`config.mk`:
```
export PLATFORM = sky130hd
export DESIGN_NAME = dcbf_fifo
export DESIGN_NICKNAME = d
export VERILOG_FILES = /design/src/rtl/dcbf_pkg.sv /design/src/rtl/dcbf_stream_if.sv /design/src/rtl/dcbf_fifo.sv /design/src/rtl/dcbf_pop_buffer.sv
export SDC_FILE = /design/constraint.sdc
export NUM_CORES = 1
export LEC_CHECK = 0
export BUFFER_PORTS_ARGS = -buffer_cell sky130_fd_sc_hd__buf_4
export CELL_PAD_IN_SITES_DETAIL_PLACEMENT = 1
export CELL_PAD_IN_SITES_GLOBAL_PLACEMENT = 1
export CORE_MARGIN = 5
export CORE_UTILIZATION = 40
export CTS_CLUSTER_DIAMETER = 80
export DETAILED_ROUTE_END_ITERATION = 7
export PLACE_DENSITY = 0.61
export REMOVE_ABC_BUFFERS = 1
export SLEW_MARGIN = 10
export SYNTH_ARGS = -nofsm -noshare
export SYNTH_HDL_FRONTEND = slang
export SYNTH_HIERARCHICAL = 1
export SYNTH_SLANG_ARGS = --single-unit
```
`constraint.sdc`:
```
create_clock -name core_clk -period 4.04 [get_ports core_clk]
set_clock_uncertainty 0.1 [all_clocks]
set_input_delay 0.404 -clock core_clk [delete_from_list [all_inputs] [get_ports core_clk]]
set_output_delay 0.404 -clock core_clk [all_outputs]
set_load 0.01 [all_outputs]
```
`src/rtl/dcbf_pkg.sv`:
```
// Shared constants of the dual clock byte FIFO: widths, depths, map, fields.
// Assumes a single core clock that samples all pin-side clocks and strobes.
package dcbf_pkg;

   // ---------------------------------------------------------------
   // Data and depth
   // ---------------------------------------------------------------
   localparam int WORD_W        = 8;
   localparam int DEPTH_DEF     = 64;
   localparam int ALMOST_OFFSET = 7;

   // ---------------------------------------------------------------
   // Register map (byte addresses) and fields
   // ---------------------------------------------------------------
   localparam int             AXI_ADDR_W  = 4;
   localparam logic [3:0]     ADDR_CTRL   = 4'h0;
   localparam logic [3:0]     ADDR_STATUS = 4'h4;
   localparam logic [3:0]     ADDR_DEPTH  = 4'h8;
   localparam int             CTRL_CLEAR_POS   = 0;
   localparam logic           CTRL_CLEAR_RST   = 1'h0;
   localparam int             ST_EMPTY_POS     = 0;
   localparam int             ST_AEMPTY_POS    = 1;
   localparam int             ST_NFULL_POS     = 2;
   localparam int             ST_FULL_POS      = 3;
   localparam int             ST_COUNT_POS     = 16;
   localparam logic [1:0]     RESP_OKAY   = 2'h0;
   localparam logic [1:0]     RESP_SLVERR = 2'h2;

endpackage : dcbf_pkg

```
`src/rtl/dcbf_stream_if.sv`:
```
// Valid/ready word stream from the storage array to the pop buffer and from the pop buffer to the pop port.
// Assumes both ends run on the same clock.
`timescale 1ns/1ns
interface dcbf_stream_if #(parameter int W = 8);
   logic         valid;
   logic         ready;
   logic [W-1:0] data;
   modport src (output valid, output data, input ready);
   modport snk (input valid, input data, output ready);
endinterface : dcbf_stream_if

```
`src/rtl/dcbf_fifo.sv`:
```
// Dual clock byte FIFO core with pin-side push and pop ports and AXI4-Lite status.
// Assumes push and pop clocks run slower than a third of core_clk, with pin data
// and enables stable for three core cycles around each rising edge.
//
// Design decisions made here: register access over AXI4-Lite and the placing of the registers.
`timescale 1ns/1ns

// Contract
// RULE1 - Byte words, depth 64 to 4096 entries
// RULE2 - Eight-bit push port and pop port
// RULE3 - Push clock edge with enable low stores
// RULE4 - Full flag low ignores pushes
// RULE5 - Pop clock edge with enable low presents oldest
// RULE6 - Empty flag low ignores pops
// RULE7 - Output enable high floats pop bus
// RULE8 - Clear zeroes pointers, sets flag values
// RULE9 - Writer pulses clear before first push
// RULE10 - Empty flag low when nothing stored
// RULE11 - Almost-empty low at seven or fewer
// RULE12 - Almost-full low at full minus seven
// RULE13 - Full flag low when all occupied
// RULE14 - Works with tied or independent clocks
// RULE15 - Crossing signals pass two-flop synchronisers
// RULE16 - Almost flags use seven-word margins
module dcbf_fifo
   import dcbf_pkg::*;
#(
   parameter int DEPTH = dcbf_pkg::DEPTH_DEF
) (
   // Core clock and reset
   input  wire logic                              core_clk,
   input  wire logic                              rst_n,
   // AXI4-Lite write channels
   input  wire logic [dcbf_pkg::AXI_ADDR_W-1:0]   s_axi_awaddr,
   input  wire logic                              s_axi_awvalid,
   output wire logic                              s_axi_awready,
   input  wire logic [31:0]                       s_axi_wdata,
   input  wire logic [3:0]                        s_axi_wstrb,
   input  wire logic                              s_axi_wvalid,
   output wire logic                              s_axi_wready,
   output wire logic [1:0]                        s_axi_bresp,
   output wire logic                              s_axi_bvalid,
   input  wire logic                              s_axi_bready,
   // AXI4-Lite read channels
   input  wire logic [dcbf_pkg::AXI_ADDR_W-1:0]   s_axi_araddr,
   input  wire logic                              s_axi_arvalid,
   output wire logic                              s_axi_arready,
   output wire logic [31:0]                       s_axi_rdata,
   output wire logic [1:0]                        s_axi_rresp,
   output wire logic                              s_axi_rvalid,
   input  wire logic                              s_axi_rready,
   // Push port pins
   input  wire logic                              push_clk,
   input  wire logic                              push_en_n,
   input  wire logic [dcbf_pkg::WORD_W-1:0]       push_word,
   // Pop port pins
   input  wire logic                              pop_clk,
   input  wire logic                              pop_en_n,
   input  wire logic                              out_en_n,
   output wire logic [dcbf_pkg::WORD_W-1:0]       pop_word,
   output wire logic                              pop_word_oe,
   // Clear and flags
   input  wire logic                              fifo_clear_n,
   output wire logic                              empty_flag_n,
   output wire logic                              almost_empty_n,
   output wire logic                              near_full_n,
   output wire logic                              full_flag_n
);
   import dcbf_pkg::*;

   // ---------------------------------------------------------------
   // Sizes
   // ---------------------------------------------------------------
   localparam int AW    = $clog2(DEPTH);
   localparam int CW    = AW + 1;
   localparam int PIN_W = 6 + WORD_W;
   localparam logic [CW-1:0] DEPTH_C  = CW'(DEPTH);
   localparam logic [CW-1:0] MARGIN_C = CW'(ALMOST_OFFSET);

   if (!(DEPTH == 64 || DEPTH == 256 || DEPTH == 512 || DEPTH == 1024 ||
         DEPTH == 2048 || DEPTH == 4096)) begin : g_bad_depth
      $error("DEPTH must be 64, 256, 512, 1024, 2048 or 4096");
   end

   // ---------------------------------------------------------------
   // Pin synchronisers
   // ---------------------------------------------------------------
   logic [PIN_W-1:0]  pinMeta_r;
   logic [PIN_W-1:0]  pinSync_r;
   logic              pushClkPrev_r;
   logic              popClkPrev_r;
   logic              pushClkS;
   logic              pushEnNS;
   logic              popClkS;
   logic              popEnNS;
   logic              outEnNS;
   logic              clearNS;
   logic [WORD_W-1:0] pushWordS;

   // Every pin, clocks included, is only seen after two flops
   always_ff @(posedge core_clk) begin
      if (!rst_n) begin
         pinMeta_r <= '0;
         pinSync_r <= '0;
      end else begin
         pinMeta_r <= {push_clk, push_en_n, pop_clk, pop_en_n, out_en_n,
                       fifo_clear_n, push_word}; // RULE15
         pinSync_r <= pinMeta_r; // RULE15
      end
   end

   assign {pushClkS, pushEnNS, popClkS, popEnNS, outEnNS, clearNS, pushWordS} = pinSync_r;

   always_ff @(posedge core_clk) begin
      if (!rst_n) begin
         pushClkPrev_r <= 1'h0;
         popClkPrev_r  <= 1'h0;
      end else begin
         pushClkPrev_r <= pushClkS;
         popClkPrev_r  <= popClkS;
      end
   end

   // ---------------------------------------------------------------
   // Request decode
   // ---------------------------------------------------------------
   logic              ctrlClear_r;
   logic              clearing;
   logic              pushEdge;
   logic              popEdge;
   logic              pushReq;
   logic              popReq;
   logic              pushOk;
   logic              popOk;
   logic              emptyN_r;
   logic              almostEmptyN_r;
   logic              nearFullN_r;
   logic              fullN_r;
   logic [CW-1:0]     cnt_r;
   logic [CW-1:0]     cnt_nxt;

   // Each clock edge is seen as a one-cycle event, so tied or free clocks act alike
   assign pushEdge = pushClkS && !pushClkPrev_r; // RULE14
   assign popEdge  = popClkS && !popClkPrev_r; // RULE14
   assign clearing = !clearNS || ctrlClear_r;
   assign pushReq  = pushEdge && !pushEnNS && !clearing;
   assign popReq   = popEdge && !popEnNS && !clearing;

   // ---------------------------------------------------------------
   // Storage and pointers
   // ---------------------------------------------------------------
   logic [WORD_W-1:0] mem [DEPTH];
   logic [CW-1:0]     wrPtr_r;
   logic [CW-1:0]     fetchPtr_r;
   logic [WORD_W-1:0] popWord_r;

   dcbf_stream_if #(.W(WORD_W)) fetchIf ();
   dcbf_stream_if #(.W(WORD_W)) headIf ();

   assign pushOk = pushReq && fullN_r; // RULE4
   assign popOk  = popReq && emptyN_r && headIf.valid; // RULE6

   always_ff @(posedge core_clk) begin
      if (pushOk) begin
         mem[wrPtr_r[AW-1:0]] <= pushWordS; // RULE3
      end
   end

   always_ff @(posedge core_clk) begin
      if (!rst_n || clearing) begin
         wrPtr_r <= '0; // RULE8
      end else if (pushOk) begin
         wrPtr_r <= wrPtr_r + CW'(1); // RULE3
      end
   end

   // Prefetch keeps the oldest word waiting, so a pop needs no array read
   assign fetchIf.valid = (fetchPtr_r != wrPtr_r);
   assign fetchIf.data  = mem[fetchPtr_r[AW-1:0]];

   always_ff @(posedge core_clk) begin
      if (!rst_n || clearing) begin
         fetchPtr_r <= '0; // RULE8
      end else if (fetchIf.valid && fetchIf.ready) begin
         fetchPtr_r <= fetchPtr_r + CW'(1);
      end
   end

   dcbf_pop_buffer #(.W(WORD_W)) u_pop_buffer (
      .core_clk (core_clk),
      .rst_n    (rst_n),
      .flush    (clearing),
      .fill     (fetchIf.snk),
      .drain    (headIf.src)
   );

   assign headIf.ready = popOk;

   always_ff @(posedge core_clk) begin
      if (!rst_n || clearing) begin
         popWord_r <= '0;
      end else if (popOk) begin
         popWord_r <= headIf.data; // RULE5
      end
   end

   assign pop_word    = popWord_r; // RULE2
   assign pop_word_oe = !outEnNS; // RULE7

   // ---------------------------------------------------------------
   // Count and flags
   // ---------------------------------------------------------------
   assign cnt_nxt = cnt_r + CW'(pushOk) - CW'(popOk);

   always_ff @(posedge core_clk) begin
      if (!rst_n || clearing) begin
         cnt_r <= '0;
      end else begin
         cnt_r <= cnt_nxt; // RULE1
      end
   end

   // Read-side flags move on pop edges only: a fresh push shows at the next one
   always_ff @(posedge core_clk) begin
      if (!rst_n || clearing) begin
         emptyN_r       <= 1'h0; // RULE8
         almostEmptyN_r <= 1'h0; // RULE8
      end else if (popEdge) begin
         emptyN_r       <= (cnt_nxt != '0); // RULE10
         almostEmptyN_r <= (cnt_nxt > MARGIN_C); // RULE11 RULE16
      end
   end

   // Write-side flags move on push edges only, so they are pessimistic after pops
   always_ff @(posedge core_clk) begin
      if (!rst_n || clearing) begin
         fullN_r     <= 1'h1; // RULE8
         nearFullN_r <= 1'h1; // RULE8
      end else if (pushEdge) begin
         fullN_r     <= (cnt_nxt != DEPTH_C); // RULE13
         nearFullN_r <= ((DEPTH_C - cnt_nxt) > MARGIN_C); // RULE12 RULE16
      end
   end

   assign empty_flag_n   = emptyN_r;
   assign almost_empty_n = almostEmptyN_r;
   assign near_full_n    = nearFullN_r;
   assign full_flag_n    = fullN_r;

   // ---------------------------------------------------------------
   // AXI4-Lite slave
   // ---------------------------------------------------------------
   logic                  awHave_r;
   logic                  wHave_r;
   logic [AXI_ADDR_W-1:0] awAddr_r;
   logic [31:0]           wData_r;
   logic [3:0]            wStrb_r;
   logic                  bValid_r;
   logic [1:0]            bResp_r;
   logic                  rValid_r;
   logic [1:0]            rResp_r;
   logic [31:0]           rData_r;
   logic                  doWrite;

   function automatic logic [3:0] wordAddr(input logic [AXI_ADDR_W-1:0] a);
      return {a[3:2], 2'h0};
   endfunction : wordAddr

   assign s_axi_awready = !awHave_r && !bValid_r;
   assign s_axi_wready  = !wHave_r && !bValid_r;
   assign s_axi_arready = !rValid_r;
   assign s_axi_bvalid  = bValid_r;
   assign s_axi_bresp   = bResp_r;
   assign s_axi_rvalid  = rValid_r;
   assign s_axi_rresp   = rResp_r;
   assign s_axi_rdata   = rData_r;
   assign doWrite       = awHave_r && wHave_r && !bValid_r;

   // Address and data may arrive in either order; each is parked until both are in
   always_ff @(posedge core_clk) begin
      if (!rst_n) begin
         awHave_r <= 1'h0;
         wHave_r  <= 1'h0;
         awAddr_r <= '0;
         wData_r  <= '0;
         wStrb_r  <= '0;
      end else if (doWrite) begin
         awHave_r <= 1'h0;
         wHave_r  <= 1'h0;
      end else begin
         if (s_axi_awvalid && s_axi_awready) begin
            awHave_r <= 1'h1;
            awAddr_r <= s_axi_awaddr;
         end
         if (s_axi_wvalid && s_axi_wready) begin
            wHave_r <= 1'h1;
            wData_r <= s_axi_wdata;
            wStrb_r <= s_axi_wstrb;
         end
      end
   end

   always_ff @(posedge core_clk) begin
      if (!rst_n) begin
         bValid_r    <= 1'h0;
         bResp_r     <= RESP_OKAY;
         ctrlClear_r <= CTRL_CLEAR_RST;
      end else if (doWrite) begin
         bValid_r <= 1'h1;
         unique case (wordAddr(awAddr_r))
            ADDR_CTRL: begin
               bResp_r <= RESP_OKAY;
               if (wStrb_r[0]) begin
                  ctrlClear_r <= wData_r[CTRL_CLEAR_POS];
               end
            end
            ADDR_STATUS, ADDR_DEPTH: begin
               bResp_r <= RESP_OKAY;
            end
            default: begin
               bResp_r <= RESP_SLVERR;
            end
         endcase
      end else if (bValid_r && s_axi_bready) begin
         bValid_r <= 1'h0;
      end
   end

   always_ff @(posedge core_clk) begin
      if (!rst_n) begin
         rValid_r <= 1'h0;
         rResp_r  <= RESP_OKAY;
         rData_r  <= '0;
      end else if (s_axi_arvalid && s_axi_arready) begin
         rValid_r <= 1'h1;
         rResp_r  <= RESP_OKAY;
         rData_r  <= '0;
         unique case (wordAddr(s_axi_araddr))
            ADDR_CTRL: begin
               rData_r[CTRL_CLEAR_POS] <= ctrlClear_r;
            end
            ADDR_STATUS: begin
               rData_r[ST_EMPTY_POS]  <= emptyN_r;
               rData_r[ST_AEMPTY_POS] <= almostEmptyN_r;
               rData_r[ST_NFULL_POS]  <= nearFullN_r;
               rData_r[ST_FULL_POS]   <= fullN_r;
               rData_r[ST_COUNT_POS +: CW] <= cnt_r;
            end
            ADDR_DEPTH: begin
               rData_r <= 32'(DEPTH);
            end
            default: begin
               rResp_r <= RESP_SLVERR;
            end
         endcase
      end else if (rValid_r && s_axi_rready) begin
         rValid_r <= 1'h0;
      end
   end

   // ---------------------------------------------------------------
   // Checks
   // ---------------------------------------------------------------
   a_count_bound : assert property (@(posedge core_clk) disable iff (!rst_n) // RULE1
      cnt_r <= DEPTH_C) else $error("stored count above depth");

   a_push_advance : assert property (@(posedge core_clk) disable iff (!rst_n) // RULE3
      pushReq && fullN_r |=> (wrPtr_r - $past(wrPtr_r)) == CW'(1))
      else $error("accepted push did not advance write pointer");

   a_push_full_hold : assert property (@(posedge core_clk) disable iff (!rst_n) // RULE4
      pushReq && !fullN_r |=> $stable(wrPtr_r) && cnt_r == $past(cnt_r) - CW'($past(popOk)))
      else $error("push taken while full flag low");

   a_pop_presents : assert property (@(posedge core_clk) disable iff (!rst_n) // RULE5
      popOk |=> pop_word == $past(headIf.data))
      else $error("pop did not present oldest word");

   a_pop_empty_hold : assert property (@(posedge core_clk) disable iff (!rst_n) // RULE6
      popReq && !emptyN_r |=> $stable(pop_word) && cnt_r == $past(cnt_r) + CW'($past(pushOk)))
      else $error("pop taken while empty flag low");

   a_out_float : assert property (@(posedge core_clk) disable iff (!rst_n) // RULE7
      out_en_n [*4] |-> !pop_word_oe) else $error("pop bus driven while disabled");

   a_clear_flags : assert property (@(posedge core_clk) disable iff (!rst_n) // RULE8
      clearing |=> !empty_flag_n && !almost_empty_n && full_flag_n && near_full_n
                   && cnt_r == '0) else $error("clear left flags or count wrong");

   a_empty_on_pop : assert property (@(posedge core_clk) disable iff (!rst_n) // RULE10
      $rose(empty_flag_n) |-> $past(popEdge) && $past(cnt_nxt) != '0)
      else $error("empty flag rose off a pop edge");

   a_aempty_level : assert property (@(posedge core_clk) disable iff (!rst_n) // RULE11
      popEdge && !clearing |=> almost_empty_n == ($past(cnt_nxt) > MARGIN_C))
      else $error("almost-empty flag wrong after pop edge");

   a_nfull_level : assert property (@(posedge core_clk) disable iff (!rst_n) // RULE12
      pushEdge && !clearing |=> near_full_n == ((DEPTH_C - $past(cnt_nxt)) > MARGIN_C))
      else $error("almost-full flag wrong after push edge");

   a_full_on_push : assert property (@(posedge core_clk) disable iff (!rst_n) // RULE13
      $fell(full_flag_n) |-> $past(pushEdge) && $past(cnt_nxt) == DEPTH_C)
      else $error("full flag fell off a push edge");

   a_axi_bhold : assert property (@(posedge core_clk) disable iff (!rst_n)
      s_axi_bvalid && !s_axi_bready |=> s_axi_bvalid && $stable(s_axi_bresp))
      else $error("write response dropped before bready");

endmodule : dcbf_fifo

```
`src/rtl/dcbf_pop_buffer.sv`:
```
// Two-entry buffer holding prefetched words ahead of the pop port.
// Assumes a synchronous active-low reset and a synchronous flush.
`timescale 1ns/1ns
module dcbf_pop_buffer #(
   parameter int W = 8
) (
   // Clock and reset
   input wire logic   core_clk,
   input wire logic   rst_n,
   input wire logic   flush,
   // Streams
   dcbf_stream_if.snk fill,
   dcbf_stream_if.src drain
);
   logic [1:0]   occ_r;
   logic [W-1:0] head_r;
   logic [W-1:0] tail_r;
   logic         take;
   logic         give;

   assign fill.ready  = (occ_r != 2'h2);
   assign drain.valid = (occ_r != 2'h0);
   assign drain.data  = head_r;
   assign take        = fill.valid && fill.ready;
   assign give        = drain.valid && drain.ready;

   always_ff @(posedge core_clk) begin
      if (!rst_n || flush) begin
         occ_r <= 2'h0;
      end else begin
         occ_r <= occ_r + 2'(take) - 2'(give);
      end
   end

   // Head always holds the oldest word; tail only when two are held
   always_ff @(posedge core_clk) begin
      if (!rst_n) begin
         head_r <= '0;
         tail_r <= '0;
      end else begin
         if (give) begin
            head_r <= (occ_r == 2'h2) ? tail_r : fill.data;
         end else if (take && occ_r == 2'h0) begin
            head_r <= fill.data;
         end
         if (take && ((occ_r == 2'h1 && !give) || occ_r == 2'h2)) begin
            tail_r <= fill.data;
         end
      end
   end

   a_buf_bound : assert property (@(posedge core_clk) disable iff (!rst_n)
      occ_r <= 2'h2) else $error("pop buffer over two entries");

endmodule : dcbf_pop_buffer

```
==> impl_metrics.py <==
metrics = {
    "global_route": {
        "antenna_found_initial": 1,
        "grt_max_degree": 65,
        "grtUsageTotal_pct": 17.0,
        "grt_pass1_vias": 13000,
        "grt_pass1_wl_mm": 84.7,
        "grt_overflow": 0,
    },
    "sta": {
        "tightest_slew_ns": 1.11,
        "hold_viol": 0,
        "slew_viol_final": 0,
        "whs_ns": 0.0707,
        "period_minus_slack_ns": 3.53,
        "finalSetupViolCount": 0,
        "period_share_pct": 87.3,
        "max-slew-margin-rel_pct": 26.1,
        "fmax_mhz": 284,
        "tns_ns": 0,
        "rsz0062_at_grt": "no",
    },
    "cells_and_area": {
        "final_common_cell": "edfxtp_1",
        "final_util_pct": 47.3,
        "drive_gt1_share_pct": 29.4,
        "n_fill_cell": 5632,
        "fin_nets": 1546,
        "mostFrequentLayoutCells": "512 x edfxtp_1, 163 x mux4_2, 148 x buf_4",
        "area_delta_synth_final_pct": 17.6,
    },
    "logic_synthesis": {
        "synth_edf_count": 512,
        "avgSynthCellArea_um2": 18.9,
        "synth_top_flop_cell": "edfxtp_1",
        "yosys.area.top_type": "edfxtp_1",
        "ys_seq_area_share_pct": 72.6,
        "synth.top_cell.area_share_pct": 63.5,
        "syn_area_um2": 24200,
        "ys_top_cells_by_area": "edfxtp_1 63%, mux4_2 15%, dfxtp_1 9.1%",
        "ys_ff_latch": 622,
        "synth.distinct_cells": 49,
        "syn_inst": 1281,
        "ys_async_sr_fraction_pct": 0,
        "yosys_warnings": 6,
    },
    "worst_hold_path": {
        "hp-start": "s_axi_araddr[2]",
        "hold_path_class": "in2reg",
        "holdPathEnd": "s_axi_rdata[6]",
        "min_path_cells": 4,
    },
    "power": {
        "vdd_drop_max_mv": 0.319,
        "finalPower_mw": 13.0,
        "power.static_leakage_nw": 10.2,
        "powerDensity_nw_per_um2": 456,
    },
    "setup_path": {
        "r2r_start": "u_pop_buffer/occ_r[1]",
        "reg2reg_depth": 15,
        "slowest_delay_ns": 0.44,
        "critPathBufInv": 3,
        "worstPathMaxFanout": 7,
        "ff2ff_setup_slack_ns": 0.51,
        "cp.required_ns": 4.41,
        "end_kind": "flop",
        "cpMaxStageDelayCell": "fa_1",
        "critical_path_class": "reg2reg",
        "crit_family": "simple AND/OR/NAND/NOR gates",
        "timing.rr.end": "full_flag_n",
        "cp_cell_sequence": "nor2_1 -> inv_1 -> nand2_1 -> nor4_1 -> buf_4 -> ha_1 -> inv_1 -> ha_1 -> fa_1 -> a211oi_1 -> nor2_1 -> xnor2_1 -> and4b_1 -> a31oi_1 -> or2_2",
        "crit_path_start_kind": "flop",
        "cp.arrival_ns": 3.90,
    },
    "floorplan": {
        "initial_core_util_pct": 40.3,
        "ios": 119,
        "die_w_um": 256,
        "die_area_um2": 65600,
        "coreArea_um2": 60100,
        "row_count": 90,
        "die_y_um": 256,
    },
    "clock_tree": {
        "cts-htree-levels": 3,
        "cts_setup_buffers": 0,
        "holdBufCountCts": 23,
        "clk-insertion-delay-late_ns": 0.60,
        "clock_tree.buffer_depth": 3,
        "cts-root-buf": "clkbuf_16",
        "cts_sinks": 622,
        "cts_tree": "yes",
        "cts_resized": 0,
        "clk_pin_slew_ns": 0.06,
        "cts_buffers": 67,
    },
    "route": {
        "ant_nets": 0,
        "firstDrtPassIters": 5,
        "wl_per_cell_um": 24.3,
        "drc": 0,
        "drt_iter0_markers": 913,
        "routed_wl_mm": 55.9,
        "vias": 12200,
        "vias_per_cell": 5.30,
    },
    "run_status": {
        "status": "finished, final reports clean",
    },
    "placement": {
        "gp_congestion": 0.740,
        "portBuffers": 58,
        "hpwl_mm": 35.5,
    },
    "job": {
        "cap_violations": 0,
    },
}
-- through the flow --
step	instance area, um^2	setup WS, ns	std cells
final	28500	0.515	2300
after global placement	26100	0.531	2156
after floorplan	23900	-3.35	1218
after detailed placement	26100	0.521	2156
after CTS	28500	0.486	2299
after global routing	28500	0.216	2299
-- synthesized netlist by cell type (8+ instances only) --
cell / instances
buf_2: 12
nor2b_1: 22
mux2i_1: 30
dfxtp_1: 110
clkbuf_1: 35
nor2_1: 134
a21oi_1: 13
edfxtp_1: 512
nand2_1: 17
inv_1: 16
o21a_1: 9
xnor2_1: 10
ha_1: 14
o221a_2: 8
a22oi_1: 10
buf_1: 8
a211oi_1: 9
nand3_1: 9
mux4_2: 163
buf_4: 29
and2_1: 32
xor2_1: 16
-- registers in the layout, summed over array words and instances, names as in the netlist, 2 cells and up, named ones only --
| name | count |
|---|---|
| mem | 512 |
| pinMeta_r | 14 |
| pinSync_r | 14 |
| s_axi_rdata | 12 |
| pop_word | 8 |
| u_pop_buffer/drain.data | 8 |
| u_pop_buffer/tail_r | 8 |
| cnt_r | 7 |
| fetchPtr_r | 7 |
| wrPtr_r | 7 |
| awAddr_r | 2 |
| u_pop_buffer/occ_r | 2 |
-- area by class of cell --
class	count	area (um^2)	area share (%)
clock buffers	88	1870	6.57
inverters	16	60.1	0.211
well taps	782	978	3.44
clock inverters	32	236	0.831
flip-flops and latches	622	17600	61.8
repair buffers	179	1500	5.27
multi-input cells	580	6220	21.9
diodes	1	2.50	0.00879
-- per-layer routing --
layer	up-vias	wire, um	global-route usage (%)	share of wire [%]
li1	5402	-	-	-
met1	6444	25400	24.0	45
met2	275	26400	26.7	47
met3	79	2640	3.81	4.7
met4	0	1550	5.20	2.8
met5	-	0	0	0
-- how the worst max path moves through the flow --
stage / from / endpoint / slack [ns] / depth (start not counted)
6_report: u_pop_buffer/occ_r[1] / full_flag_n / 0.51 / 15
5_1_grt: u_pop_buffer/occ_r[1] / full_flag_n / 0.22 / 15
4_1_cts: u_pop_buffer/occ_r[1] / full_flag_n / 0.49 / 15
3_5_place_dp: u_pop_buffer/occ_r[1] / full_flag_n / 0.52 / 15
3_3_place_gp: u_pop_buffer/occ_r[1] / full_flag_n / 0.53 / 15
2_1_floorplan: flop / u_pop_buffer/drain.data[2] / -3.35 / 4
-- tightest hold or removal path, delay by kind of cell --
family,cells,cell delay (ns)
buffers and inverters,1,0.10
and+or+nand+nor,2,0.10
AOI/OAI and AO/OA,1,0.11
-- report_power, final --
group | internal, mW | total [mW] | switching (mW)
registers | 6.93 | 6.96 | 0.0365
logic | 0.0649 | 0.165 | 0.0999
clock network | 3.40 | 5.84 | 2.44
total | 10.4 | 13.0 | 2.58
-- cell families (layout without fill, tap and decap cells) --
kind of cell / after synthesis / after routing / share of synthesized area, %
xor+xnor: 26 / 26 / 0.940
flops: 622 / 622 / 72.6
buf+inv: 100 / 315 / 2.06
fa+ha+maj: 15 / 15 / 0.806
mux: 193 / 193 / 16.4
simple gates: 261 / 261 / 5.29
other cells: 1 / 23 / 0.0155
compound gates: 63 / 63 / 1.90
Power figures use the tool's default switching activity.
